## src/rate_port_defs.vh

```
// Functional notes
// - Device starts sampling and updating outputs by itself after reset, no host commands.
// - A high pulse on the sample done pin ends every internal sample cycle.
// - Serial link is mode 3: clock idles high, capture on second edge.
// - Device samples serial input on each rising serial clock edge.
// - Device changes serial output on each falling serial clock edge.
// - A register read takes two frames: request first, data second.
// - In the frame after a read request, the register's 16 bits shift out.
// - Request frame: read flag zero, seven address bits, eight don't-care bits.
// - Full duplex: next request may ride in the data frame, back to back.
// - Output bits appear only after a frame whose leading flag was zero.
// - Serial output is released while chip select is high.
// - Temperature at 0x02, rate low word at 0x04, rate high word at 0x06.
// - A word spans an even byte address and the next; both return the whole 16-bit word.
// - Rate high word is two's complement, zero rate encoded as 0x0000.
`ifndef RATE_PORT_DEFS_VH
`define RATE_PORT_DEFS_VH

// ----------------------------------------------------------------------------
// Register map
// ----------------------------------------------------------------------------
`define ADDR_TEMPERATURE 7'h02
`define ADDR_RATE_LOW 7'h04
`define ADDR_RATE_HIGH 7'h06
`define FRAME_BITS 5'h10
`define UNMAPPED_VALUE 16'h0000

// ----------------------------------------------------------------------------
// Field positions of a request frame
// ----------------------------------------------------------------------------
`define REQ_RW_BIT 15
`define REQ_ADDR_HI 14
`define REQ_ADDR_LO 8

// ----------------------------------------------------------------------------
// Sample timing
// ----------------------------------------------------------------------------
`define CLK_PERIOD_NS 25
`define SAMPLE_PERIOD_US 488
`define SAMPLE_CYCLES ((`SAMPLE_PERIOD_US * 1000) / `CLK_PERIOD_NS)
`define DONE_PULSE_CYCLES 16'h0008
`define TEMP_RESET 16'h0C00
`define RATE_RESET 32'h0000_0000

`endif

```

## src/rate_sample_engine.v

```verilog
`timescale 1ns/1ps
`include "rate_port_defs.vh"

module rate_sample_engine #(
  parameter SAMPLE_CYCLES = `SAMPLE_CYCLES
)
(
  input wire ref_clk,
  input wire rst_b,
  output reg update_ff,
  output reg [15:0] temp_ff,
  output reg [31:0] rate_ff
);

  reg [19:0] cnt_ff;
  reg [15:0] lfsr_ff;
  wire wrap;

  assign wrap = (cnt_ff == SAMPLE_CYCLES - 1);

  // Free-running sample timer; a fresh result is loaded at each wrap.
  always @(posedge ref_clk or negedge rst_b)
  begin
    if (!rst_b)
    begin
      cnt_ff <= 20'h00000;
      update_ff <= 1'b0;
      lfsr_ff <= 16'hACE1;
      temp_ff <= `TEMP_RESET;
      rate_ff <= `RATE_RESET;
    end
    else
    begin
      update_ff <= wrap;
      if (wrap)
      begin
        cnt_ff <= 20'h00000;
        lfsr_ff <= {lfsr_ff[14:0], lfsr_ff[15] ^ lfsr_ff[13] ^ lfsr_ff[12] ^ lfsr_ff[10]};
        // Synthetic signed rate sample; sign-extended so zero rate is all zeros.
        rate_ff <= {{8{lfsr_ff[15]}}, lfsr_ff, 8'h00};
        temp_ff <= `TEMP_RESET + {12'h000, lfsr_ff[3:0]};
      end
      else
      begin
        cnt_ff <= cnt_ff + 20'h00001;
      end
    end
  end

endmodule // rate_sample_engine

```

## src/rate_sensor_spi_read_port.v

```verilog
`timescale 1ns/1ps
`include "rate_port_defs.vh"

module rate_sensor_spi_read_port #(
  parameter SAMPLE_CYCLES = `SAMPLE_CYCLES
)
(
  input wire ref_clk,
  input wire rst_b,
  input wire sclk,
  input wire cs_b,
  input wire din,
  output reg dout_ff,
  output reg dout_oe_ff,
  output reg sample_done_pin_ff
);

  // --------------------------------------------------------------------------
  // Register selection
  // --------------------------------------------------------------------------
  // Picks a readable word by request address; each word spans two byte addresses.
  function [15:0] pick_word;
    input [6:0] addr;
    input [15:0] temp;
    input [31:0] rate;
    begin
      case ({addr[6:1], 1'b0})
        `ADDR_TEMPERATURE: pick_word = temp;
        `ADDR_RATE_LOW: pick_word = rate[15:0];
        `ADDR_RATE_HIGH: pick_word = rate[31:16];
        default: pick_word = `UNMAPPED_VALUE;
      endcase
    end
  endfunction

  // --------------------------------------------------------------------------
  // Sample engine
  // --------------------------------------------------------------------------
  wire update;
  wire [15:0] temp_val;
  wire [31:0] rate_val;

  rate_sample_engine #(
    .SAMPLE_CYCLES(SAMPLE_CYCLES)
  ) u_engine (
    .ref_clk(ref_clk),
    .rst_b(rst_b),
    .update_ff(update),
    .temp_ff(temp_val),
    .rate_ff(rate_val)
  );

  reg [15:0] pulse_cnt_ff;

  // Stretches the sample-end strobe into a short high pulse.
  always @(posedge ref_clk or negedge rst_b)
  begin
    if (!rst_b)
    begin
      pulse_cnt_ff <= 16'h0000;
      sample_done_pin_ff <= 1'b0;
    end
    else
    begin
      if (update)
      begin
        pulse_cnt_ff <= `DONE_PULSE_CYCLES;
        sample_done_pin_ff <= 1'b1;
      end
      else if (pulse_cnt_ff != 16'h0000)
      begin
        pulse_cnt_ff <= pulse_cnt_ff - 16'h0001;
        sample_done_pin_ff <= (pulse_cnt_ff != 16'h0001);
      end
      else
      begin
        sample_done_pin_ff <= 1'b0;
      end
    end
  end

  // --------------------------------------------------------------------------
  // Pin synchronisers
  // --------------------------------------------------------------------------
  reg [2:0] sclk_sync_ff;
  reg [2:0] cs_sync_ff;
  reg [2:0] din_sync_ff;
  reg sclk_lvl_ff;
  reg cs_lvl_ff;
  reg din_lvl_ff;

  // Three stages per pin; a level counts once stages two and three agree.
  always @(posedge ref_clk or negedge rst_b)
  begin
    if (!rst_b)
    begin
      sclk_sync_ff <= 3'h7;
      cs_sync_ff <= 3'h7;
      din_sync_ff <= 3'h0;
      sclk_lvl_ff <= 1'b1;
      cs_lvl_ff <= 1'b1;
      din_lvl_ff <= 1'b0;
    end
    else
    begin
      sclk_sync_ff <= {sclk_sync_ff[1:0], sclk};
      cs_sync_ff <= {cs_sync_ff[1:0], cs_b};
      din_sync_ff <= {din_sync_ff[1:0], din};
      if (sclk_sync_ff[1] == sclk_sync_ff[2])
      begin
        sclk_lvl_ff <= sclk_sync_ff[2];
      end
      if (cs_sync_ff[1] == cs_sync_ff[2])
      begin
        cs_lvl_ff <= cs_sync_ff[2];
      end
      if (din_sync_ff[1] == din_sync_ff[2])
      begin
        din_lvl_ff <= din_sync_ff[2];
      end
    end
  end

  wire sclk_stable;
  wire sclk_rise;
  wire sclk_fall;
  wire cs_active;

  // Serial clock idles high, so a frame is fall, rise per bit.
  assign sclk_stable = (sclk_sync_ff[1] == sclk_sync_ff[2]);
  assign sclk_rise = sclk_stable & sclk_sync_ff[2] & ~sclk_lvl_ff;
  assign sclk_fall = sclk_stable & ~sclk_sync_ff[2] & sclk_lvl_ff;
  assign cs_active = ~cs_lvl_ff;

  // --------------------------------------------------------------------------
  // Shift engine
  // --------------------------------------------------------------------------
  reg [15:0] rx_ff;
  reg [4:0] bit_cnt_ff;
  reg [15:0] tx_ff;
  reg pending_ff;
  reg [15:0] snap_ff;
  reg tx_en_ff;

  // Receives requests, captures a snapshot at frame end, shifts data out.
  always @(posedge ref_clk or negedge rst_b)
  begin
    if (!rst_b)
    begin
      rx_ff <= 16'h0000;
      bit_cnt_ff <= 5'h00;
      tx_ff <= 16'h0000;
      pending_ff <= 1'b0;
      snap_ff <= 16'h0000;
      tx_en_ff <= 1'b0;
      dout_ff <= 1'b0;
      dout_oe_ff <= 1'b0;
    end
    else
    begin
      if (!cs_active)
      begin
        bit_cnt_ff <= 5'h00;
        dout_oe_ff <= 1'b0;
        dout_ff <= 1'b0;
        tx_en_ff <= pending_ff;
        tx_ff <= snap_ff;
      end
      else
      begin
        if (sclk_fall)
        begin
          // First fall presents the MSB, later falls advance the word.
          if (bit_cnt_ff == 5'h00)
          begin
            tx_en_ff <= pending_ff;
            tx_ff <= {snap_ff[14:0], 1'b0};
            dout_ff <= pending_ff & snap_ff[15];
            dout_oe_ff <= pending_ff;
          end
          else
          begin
            dout_ff <= tx_en_ff & tx_ff[15];
            tx_ff <= {tx_ff[14:0], 1'b0};
            dout_oe_ff <= tx_en_ff;
          end
        end
        if (sclk_rise)
        begin
          rx_ff <= {rx_ff[14:0], din_lvl_ff};
          if (bit_cnt_ff == `FRAME_BITS - 5'h01)
          begin
            bit_cnt_ff <= 5'h00;
            // Frame complete: decide whether the next frame returns data.
            pending_ff <= ~rx_ff[`REQ_RW_BIT - 1];
            // Whole word latched at once so a sample update cannot tear it.
            snap_ff <= pick_word(rx_ff[`REQ_ADDR_HI - 1:`REQ_ADDR_LO - 1], temp_val, rate_val);
          end
          else
          begin
            bit_cnt_ff <= bit_cnt_ff + 5'h01;
          end
        end
      end
    end
  end

endmodule // rate_sensor_spi_read_port

```

## config.mk

```make
export PLATFORM = sky130hd
export DESIGN_NAME = rate_sensor_spi_read_port
export DESIGN_NICKNAME = d
export VERILOG_FILES = /design/src/rate_sample_engine.v /design/src/rate_sensor_spi_read_port.v
export VERILOG_INCLUDE_DIRS = /design/src /design/src/src
export SDC_FILE = /design/constraint.sdc
export NUM_CORES = 1
export LEC_CHECK = 0
export BUFFER_PORTS_ARGS = -buffer_cell sky130_fd_sc_hd__buf_2
export CAP_MARGIN = 5
export CORE_MARGIN = 8
export CORE_UTILIZATION = 43
export DETAILED_ROUTE_END_ITERATION = 12
export PLACE_DENSITY = 0.56
export SYNTH_ARGS = -nofsm -noshare
export SYNTH_HDL_FRONTEND = slang
export SYNTH_SLANG_ARGS = --single-unit
```

## constraint.sdc

```tcl
create_clock -name ref_clk -period 3 [get_ports ref_clk]
set_clock_uncertainty 0.15 [all_clocks]
set_input_delay 0.3 -clock ref_clk [delete_from_list [all_inputs] [get_ports ref_clk]]
set_output_delay 0.3 -clock ref_clk [all_outputs]
set_load 0.03 [all_outputs]
```

==> results of run 1 <==
worst paths after layout:
check                                                  start                          endpoint  cells past startpoint
worst max-delay path            u_engine.cnt_ff[9]$_DFF_PN0_  u_engine.lfsr_ff[12]$_DFFE_PN0P_                      5
worst min-delay path                din_sync_ff[0]$_DFF_PN0_          din_sync_ff[1]$_DFF_PN0_                      0
worst max register to register  u_engine.cnt_ff[9]$_DFF_PN0_  u_engine.lfsr_ff[12]$_DFFE_PN0P_                      5
worst min register to register      din_sync_ff[0]$_DFF_PN0_          din_sync_ff[1]$_DFF_PN0_                      0
max in group asynchronous                              rst_b   u_engine.lfsr_ff[7]$_DFFE_PN1P_                      3
min in group asynchronous                              rst_b         bit_cnt_ff[3]$_DFFE_PN0P_                      2
layout make-up:
class                      count  area, um2  area share [%]
timing repair buffer          24        188            2.84
clock inverter                 2       10.0           0.151
multi-input combinational    338       2400            36.3
tap                          176        220            3.33
sequential                   130       3270            49.5
inverter                       8       30.0           0.454
clock buffer                  30        494            7.47
per-stage QoR:
stage / power [mW] / hold WS (ps) / worst slack, ps
2_1_floorplan: 2.03 / -146 / 865
3_3_place_gp: 2.10 / 165 / 699
3_5_place_dp: 2.10 / 167 / 670
4_1_cts: 3.90 / 204 / 648
5_1_grt: 4.01 / 203 / 499
6_report: 3.83 / 199 / 682
sequential cells by signal, summed over array words and instances, names as in the netlist, 5 cells and up:
register,flops
bit_cnt_ff,5
rx_ff,15
snap_ff,16
pulse_cnt_ff,16
u_engine.rate_ff,8
u_engine.cnt_ff,20
u_engine.lfsr_ff,16
tx_ff,16
cell usage after synthesis, types with 5 or more instances:
cell type | instances | share of area [%]
a21o_1 | 15 | 1.9
dfstp_2 | 16 | 7.3
nor4_1 | 5 | 0.54
clkbuf_1 | 15 | 0.97
nor3_1 | 6 | 0.52
nand2_1 | 43 | 2.8
nand4_1 | 6 | 0.65
inv_1 | 8 | 0.52
o21ai_1 | 16 | 1.4
mux2_1 | 27 | 5.3
mux2_2 | 14 | 2.7
nand3_1 | 10 | 0.86
nor2_1 | 43 | 2.8
ha_1 | 7 | 1.5
a211oi_1 | 17 | 2.2
dfrtp_1 | 114 | 49
xor2_1 | 10 | 1.5
o21ai_0 | 8 | 0.69
nand2b_1 | 5 | 0.54
xnor2_1 | 15 | 2.3
a21oi_1 | 19 | 1.6
mux2i_1 | 20 | 3.5
routing by layer:
layer / track usage (%) / vias to the layer above / share of wire [%] / routed length [um]
met3: 4.12 / 10 / 2.6 / 251
met1: 15.7 / 1832 / 49 / 4770
li1: - / 1820 / - / -
met5: 0 / - / 0 / 0
met2: 19.0 / 23 / 48 / 4690
met4: 5.11 / 0 / 1.2 / 121
logic make-up after synthesis:
family          share of synthesized area (%)
compound gates                           10.1
flops                                    56.5
simple gates                             14.1
buf+inv                                  2.16
fa+ha+maj                                1.86
xor+xnor                                 3.78
mux                                      11.4
power by group through the flow:
stage          registers [mW]  clock network, mW  logic, mW
2_1_floorplan            1.89                  0      0.141
3_3_place_gp             1.89                  0      0.205
3_5_place_dp             1.90                  0      0.209
4_1_cts                  1.87               1.82      0.214
5_1_grt                  1.88               1.90      0.237
6_report                 1.87               1.75      0.208
what timing repair did:
| action | in CTS | in global routing |
|---|---|---|
| endpoints found under the hold margin | 32 | 0 |
| gates resized for setup | 0 | 0 |
| hold buffers | 4 | 0 |
==> metrics.yaml, run 1 <==
status: "finished, final reports clean"
die_y_um: 132
path_cells: "nor4_1 -> nand4b_1 -> nor4_4 -> buf_4 -> mux2_1"
async_flop_share_pct: 100
critPathBufInv: 1
maxSlewViolCount: 0
leakagePower_nw: 3.15
antenna_cells: 0
synth_cells: 497
drt-total-wl_um: 9840
htreeDepth: 4
path_clk_slew_ps: 50
drc_errors: 0
vias_per_cell: 5.20
path_max_fanout: 30
dp.cells: 672
path_delay_family: "simple AND/OR/NAND/NOR gates"
switching_share_pct: 21.1
ir_drop_v: 0.000308
ant_nets: 0
numPortBuffers: 7
cp.arrival_ps: 2450
grt_pass1_wl_um: 17700
cts_buffers: 17
min_path_type: "flip-flop to flip-flop"
synth_cell_types: 54
synthFlopType: "dfrtp_1"
start_util_pct: 43.9
ioPinCount: 8
cts_tree: "built"
avgSynthCellArea_um2: 11.7
fmax_mhz: 431
finalWeightedCongestion: 0.819
die_w_um: 132
power.internal_mw: 3.02
critPathKind: "flip-flop to flip-flop"
yosysWarnings: 0
startpoint_type: "flip-flop"
grt_usage_pct: 12.4
crit_path_top_delay_cell: "dfrtp_1"
synthesis.nets: 509
syn_area_um2: 5790
grt_max_degree: 49
clkPwrFrac_pct: 45.8
drt_iter0_markers: 172
place_area_um2: 6070
required_ps: 3130
final_common_cell: "dfrtp_1"
fin_crit_ps: 2320
post-route-util_pct: 50.1
postCtsSetupBuffers: 0
pwr-share-comb_pct: 5.4
antenna_found_initial: 0
hpwl_um: 6520
cts_buffer_depth: 2
seqPwrFrac_pct: 48.7
syn_to_final_growth_pct: 14.2
fill_cells: 1221
coreArea_um2: 13200
cts-root-buf: "clkbuf_16"
rows: 42
fin_area_um2: 6610
p_switching_uw: 810
final_cells: 708
slew_headroom_pct: 58.6
ff2ff_setup_slack_ps: 680
max_stage_delay_ps: 430
setup_tns_ps: 0
p_per_area_nw_per_um2: 579
worst_pin_slew_ps: 616
synth-edff-count: 0
max_cap_violations: 0
vias: 3685
grt_pass1_vias: 3672
setup_violations: 0
post_drt_wl_per_cell_um: 13.9
clock_sinks: 130
hold_viol: 0
clk_latency_ps: 400
cp-end-kind: "flip-flop"
die_area_um2: 17400
drive_gt1_share_pct: 15.2
grt_overflow: 0
fin_nets: 531
most-common-layout-cells: "dfrtp_1 (114), nand2_1 (43), nor2_1 (43), mux2_1 (27), mux2i_1 (20)"
ys_seq_area_share_pct: 56.5
post-route-period-util_pct: 77.3
yosys_register_bits: 130
rsz0062_at_grt: "false"
first_pass_iters: 4
Power figures use the tool's default switching activity.
==> run 2, diff against run 1 <==
==> constraint.sdc (replaced) <==
create_clock -name ref_clk -period 2.2 [get_ports ref_clk]
set_clock_uncertainty 0.15 [all_clocks]
set_input_delay 0.22 -clock ref_clk [delete_from_list [all_inputs] [get_ports ref_clk]]
set_output_delay 0.22 -clock ref_clk [all_outputs]
set_load 0.03 [all_outputs]
==> metrics.yaml, run 2 (same netlist as run 1, synthesis figures left out) <==
p_per_area_nw_per_um2: 809  # was 579 nW/um2
cts_buffer_depth: 2  # unchanged
top_register: "u_engine.cnt_ff"  # unchanged
cts_tree: "built"  # unchanged
rsz0062_at_grt: "false"  # unchanged
path_max_fanout: 16  # was 30
grt_usage_pct: 13.0  # was 12.4%
post_drt_wl_per_cell_um: 14.4  # was 13.9 um
htreeDepth: 4  # unchanged
post-route-period-util_pct: 94.4  # was 77.3%
grt_max_degree: 58  # was 49
startpoint_type: "flip-flop"  # unchanged
hold_viol: 0  # unchanged
ff2ff_setup_slack_ps: 120  # was 680 ps
post-route-util_pct: 51.8  # was 50.1%
cp.arrival_ps: 2210  # was 2450 ps
grt_pass1_wl_um: 18500  # was 17,700 um
worst_pin_slew_ps: 458  # was 616 ps
path_delay_family: "simple AND/OR/NAND/NOR gates"  # unchanged
drive_gt1_share_pct: 18.6  # was 15.2%
grt_pass1_vias: 3956  # was 3,672
ir_drop_v: 0.000505  # was 0.000308 V
hpwl_um: 6990  # was 6520 um
finalWeightedCongestion: 0.792  # was 0.819
ioPinCount: 8  # unchanged
layout_setup_ws_ps: 123  # was 682 ps
critPathBufInv: 1  # unchanged
die_w_um: 132  # unchanged
die_area_um2: 17400  # unchanged
numPortBuffers: 7  # unchanged
start_util_pct: 43.9  # unchanged
fin_crit_ps: 2080  # was 2320 ps
status: "finished, final reports clean"  # unchanged
p_total_mw: 5.53  # was 3.83 mW
vias_per_cell: 5.20  # about the same
max_cap_violations: 0  # unchanged
vias: 3746  # was 3,685
grt_overflow: 0  # unchanged
fmax_mhz: 481  # was 431 MHz
dp.cells: 683  # was 672
setup_tns_ps: 0  # unchanged
final_cells: 720  # was 708
post-place-ws_ps: 86.1  # was 670 ps
slew_headroom_pct: 69.5  # was 58.6%
cts_buffers: 17  # unchanged
first_pass_iters: 4  # unchanged
fin_nets: 544  # was 531
setup_violations: 0  # unchanged
coreArea_um2: 13200  # unchanged
antenna_cells: 0  # unchanged
clock_sinks: 130  # unchanged
r2r_end: "u_engine.rate_ff[13]$_DFFE_PN0P_"  # was u_engine.lfsr_ff[12]$_DFFE_PN0P_
r2r_start: "u_engine.cnt_ff[7]$_DFF_PN0_"  # was u_engine.cnt_ff[9]$_DFF_PN0_
required_ps: 2330  # was 3130 ps
clk_latency_ps: 410  # was 400 ps
leakagePower_nw: 3.27  # was 3.15 nW
path_clk_slew_ps: 50  # about the same
most-common-layout-cells: "dfrtp_1 (114), nand2_1 (43), nor2_1 (43), mux2_1 (27), buf_4 (23)"  # was dfrtp_1 (114), nand2_1 (43), nor2_1 (43), mux2_1 (27), mux2i_1 (20)
path_cells: "nor4b_1 -> nand4b_1 -> nor4_4 -> buf_12 -> mux2_1"  # was nor4_1 -> nand4b_1 -> nor4_4 -> buf_4 -> mux2_1
crit_path_top_delay_cell: "dfrtp_1"  # unchanged
ant_nets: 0  # unchanged
cts-root-buf: "clkbuf_16"  # unchanged
final_common_cell: "dfrtp_1"  # unchanged
syn_to_final_growth_pct: 18.0  # was 14.2%
cp-end-kind: "flip-flop"  # unchanged
max_stage_delay_ps: 400  # was 430 ps
drc_errors: 0  # unchanged
drt-total-wl_um: 10300  # was 9840 um
rows: 42  # unchanged
antenna_found_initial: 0  # unchanged
fill_cells: 1171  # was 1,221
min_path_type: "primary input to asynchronous set/reset pin"  # was flip-flop to flip-flop
maxSlewViolCount: 0  # unchanged
die_y_um: 132  # unchanged
largest_register_ff_count: 20  # unchanged
critPathKind: "flip-flop to flip-flop"  # unchanged
drt_iter0_markers: 213  # was 172
reg2regPathDepth: 5  # unchanged
run 2: how the worst max path moves through the flow:
stage                     slack, ps                          endpoint                         start  depth (start not counted)
after floorplan                  60       pulse_cnt_ff[5]$_DFFE_PN0P_   pulse_cnt_ff[0]$_DFFE_PN0P_                          6
after global placement           80   u_engine.lfsr_ff[4]$_DFFE_PN0P_  u_engine.cnt_ff[9]$_DFF_PN0_                          5
after detailed placement         90  u_engine.rate_ff[17]$_DFFE_PN0P_  u_engine.cnt_ff[7]$_DFF_PN0_                          5
after CTS                        50   u_engine.lfsr_ff[8]$_DFFE_PN0P_  u_engine.cnt_ff[7]$_DFF_PN0_                          5
after global routing             30       pulse_cnt_ff[9]$_DFFE_PN0P_   pulse_cnt_ff[0]$_DFFE_PN0P_                          6
final                           120  u_engine.rate_ff[13]$_DFFE_PN0P_  u_engine.cnt_ff[7]$_DFF_PN0_                          5
run 2: area by class of cell:
cell class	instances	area [um2]	share of cell area [%]
Sequential cell	130	3270	47.9
Clock buffer	26	489	7.16
Inverter	8	30.0	0.439
Timing Repair Buffer	37	328	4.80
Multi-Input combinational cell	338	2410	35.3
Tap cell	176	220	3.22
Clock inverter	5	77.6	1.14
run 2: power by group:
group	leakage [nW]	switching [mW]	internal, mW	total [mW]
clock network	0.274	0.939	1.75	2.69
logic	1.27	0.157	0.136	0.292
registers	1.72	0.0531	2.50	2.55
run 2: metal layers:
metal	track usage, %	vias to the layer above	wire length [um]
met5	0	-	0
met4	6.32	0	172
met3	3.89	16	284
met2	21.3	32	5090
met1	15.1	1850	4790
li1	-	1848	-
run 2: timing repair:
item	4_1_cts	5_1_grt
hold buffers	4	0
setup endpoints to repair	0	26
endpoints found under the hold margin	87	0
gates resized for setup	0	3
setup buffers	0	1
run 2: per-stage QoR:
stage	hold WS, ps	cell area (um2)
3_5_place_dp	21.4	6180
6_report	135	6830
4_1_cts	127	6780
3_3_place_gp	13.9	6180
5_1_grt	166	6830
2_1_floorplan	-226	5790
run 2: worst register-to-register path: stages (launching register included):
cell	delay (ps)
dfrtp_1	400
nor4b_1	310
nand4b_1	220
nor4_4	330
buf_12	210
mux2_1	340
==> run 3, diff against run 2 <==
--- a/config.mk
+++ b/config.mk
@@ -8,7 +8,7 @@
 export LEC_CHECK = 0
 export BUFFER_PORTS_ARGS = -buffer_cell sky130_fd_sc_hd__buf_2
 export CAP_MARGIN = 5
-export CORE_MARGIN = 8
+export CORE_MARGIN = 3
 export CORE_UTILIZATION = 43
 export DETAILED_ROUTE_END_ITERATION = 12
 export PLACE_DENSITY = 0.56
==> metrics.yaml, run 3 (same netlist as run 1, synthesis figures left out) <==
status: "finished, final reports clean"  # unchanged
path_delay_family: "simple AND/OR/NAND/NOR gates"  # unchanged
grt_pass1_wl_um: 17900  # was 18,500 um
drc_errors: 0  # unchanged
fin_nets: 541  # was 544
htreeDepth: 4  # unchanged
cts_buffers: 17  # unchanged
drive_gt1_share_pct: 18.8  # was 18.6%
grt_pass1_vias: 3785  # was 3,956
start_util_pct: 45.0  # was 43.9%
cp.arrival_ps: 2230  # was 2210 ps
finalWeightedCongestion: 0.810  # was 0.792
required_ps: 2340  # was 2330 ps
fin_crit_ps: 2090  # was 2080 ps
hold_viol: 0  # unchanged
p_per_area_nw_per_um2: 826  # was 809 nW/um2
syn_to_final_growth_pct: 18.3  # was 18.0%
clk_latency_ps: 420  # was 410 ps
startpoint_type: "flip-flop"  # unchanged
min_path_type: "primary input to asynchronous set/reset pin"  # unchanged
leakagePower_nw: 3.26  # was 3.27 nW
grt_usage_pct: 15.1  # was 13.0%
ir_drop_v: 0.000550  # was 0.000505 V
maxSlewViolCount: 0  # unchanged
coreArea_um2: 12900  # was 13,200 um2
antenna_cells: 0  # unchanged
max_cap_violations: 0  # unchanged
hpwl_um: 6670  # was 6990 um
cp-end-kind: "flip-flop"  # unchanged
fmax_mhz: 479  # was 481 MHz
clock_sinks: 130  # unchanged
first_pass_iters: 4  # unchanged
max_stage_delay_ps: 410  # was 400 ps
post_drt_wl_per_cell_um: 14.5  # was 14.4 um
critPathKind: "flip-flop to flip-flop"  # unchanged
ff2ff_setup_slack_ps: 110  # was 120 ps
grt_max_degree: 83  # was 58
most-common-layout-cells: "dfrtp_1 (114), nand2_1 (43), nor2_1 (43), mux2_1 (27), mux2i_1 (20)"  # was dfrtp_1 (114), nand2_1 (43), nor2_1 (43), mux2_1 (27), buf_4 (23)
worst_pin_slew_ps: 623  # was 458 ps
cts-root-buf: "clkbuf_16"  # unchanged
crit_path_top_delay_cell: "dfrtp_1"  # unchanged
top_register: "u_engine.cnt_ff"  # unchanged
path_clk_slew_ps: 50  # about the same
post-route-util_pct: 53.2  # was 51.8%
die_y_um: 122  # was 132 um
drt_iter0_markers: 171  # was 213
path_cells: "nor4b_1 -> nand4b_1 -> nor4_4 -> buf_4 -> buf_12 -> mux2_1"  # was nor4b_1 -> nand4b_1 -> nor4_4 -> buf_12 -> mux2_1
cts_tree: "built"  # unchanged
p_total_mw: 5.65  # was 5.53 mW
ioPinCount: 8  # unchanged
drt-total-wl_um: 10400  # was 10,300 um
numPortBuffers: 7  # unchanged
critPathBufInv: 2  # was 1
cts_buffer_depth: 2  # unchanged
rows: 41  # was 42
setup_violations: 0  # unchanged
post-route-period-util_pct: 95.0  # was 94.4%
vias_per_cell: 5.25  # was 5.20
die_area_um2: 14900  # was 17,400 um2
antenna_found_initial: 0  # unchanged
ant_nets: 0  # unchanged
largest_register_ff_count: 20  # unchanged
grt_overflow: 0  # unchanged
vias: 3747  # was 3,746
die_w_um: 122  # was 132 um
slew_headroom_pct: 58.5  # was 69.5%
final_common_cell: "dfrtp_1"  # unchanged
path_max_fanout: 16  # unchanged
==> run 3: cell types whose count changed in the layout (fill, tap and decap cells not counted) <==
cell        before  now
nor3_1           5    6
clkbuf_1         6    2
clkinvlp_4       1    4
clkbuf_8         3    5
buf_4           23   19
nor3_2           1    0
buf_12           3    4
==> run 3: area by class of cell <==
class                   instances  area, um2
multi-input cells             338       2410
clock inverters                 8        100
repair buffers                 34        318
inverters                       8       30.0
clock buffers                  24        502
well taps                     172        215
fillers                      1147       6030
flip-flops and latches        130       3270
==> run 3: per-layer routing <==
layer / part of all wire, % / GRT usage [%] / routed length (um)
met4: 1.6 / 6.23 / 165
met5: 0 / 0 / 0
met3: 2.7 / 4.50 / 282
met2: 49 / 24.7 / 5070
met1: 47 / 18.9 / 4840
==> run 3: stage by stage <==
stage               hold slack [ps]  setup WS (ps)  cells  cell area, um2  setup TNS (ps)
floorplan                      -226           64.8    497            5790               0
global placement               86.3           86.7    676            6160               0
detailed placement             84.2           27.0    676            6160               0
CTS                             197           22.2    712            6800               0
global route                    207          -15.5    714            6850           -32.5
finish                          182            110    714            6850               0
==> run 3: what timing repair did <==
item / CTS / global route
setup buffers: 0 / 1
endpoints found under the setup margin: 0 / 34
hold buffers: 4 / 0
gates resized for setup: 0 / 2
hold endpoints to repair: 119 / 0
==> run 3: final timing paths <==
kind	startpoint	end	depth (start not counted)
min	rst_b	bit_cnt_ff[4]$_DFFE_PN0P_	3
max	u_engine.cnt_ff[7]$_DFF_PN0_	u_engine.lfsr_ff[4]$_DFFE_PN0P_	6
min reg2reg	din_sync_ff[0]$_DFF_PN0_	din_sync_ff[1]$_DFF_PN0_	0
max in group asynchronous	rst_b	u_engine.lfsr_ff[0]$_DFFE_PN1P_	3
min in group ref_clk	din_sync_ff[0]$_DFF_PN0_	din_sync_ff[1]$_DFF_PN0_	0
max reg2reg	u_engine.cnt_ff[7]$_DFF_PN0_	u_engine.lfsr_ff[4]$_DFFE_PN0P_	6
==> run 3: power breakdown <==
group | switching [mW] | internal (mW)
clock network | 0.998 | 1.81
registers | 0.0525 | 2.49
logic | 0.160 | 0.137
total | 1.21 | 4.44
==> run 3: worst register-to-register path, cell delays in order (launching register included) <==
cell and delay [ps]:
dfrtp_1 410, nor4b_1 320, nand4b_1 230, nor4_4 180, buf_4 190, buf_12 160
mux2_1 330
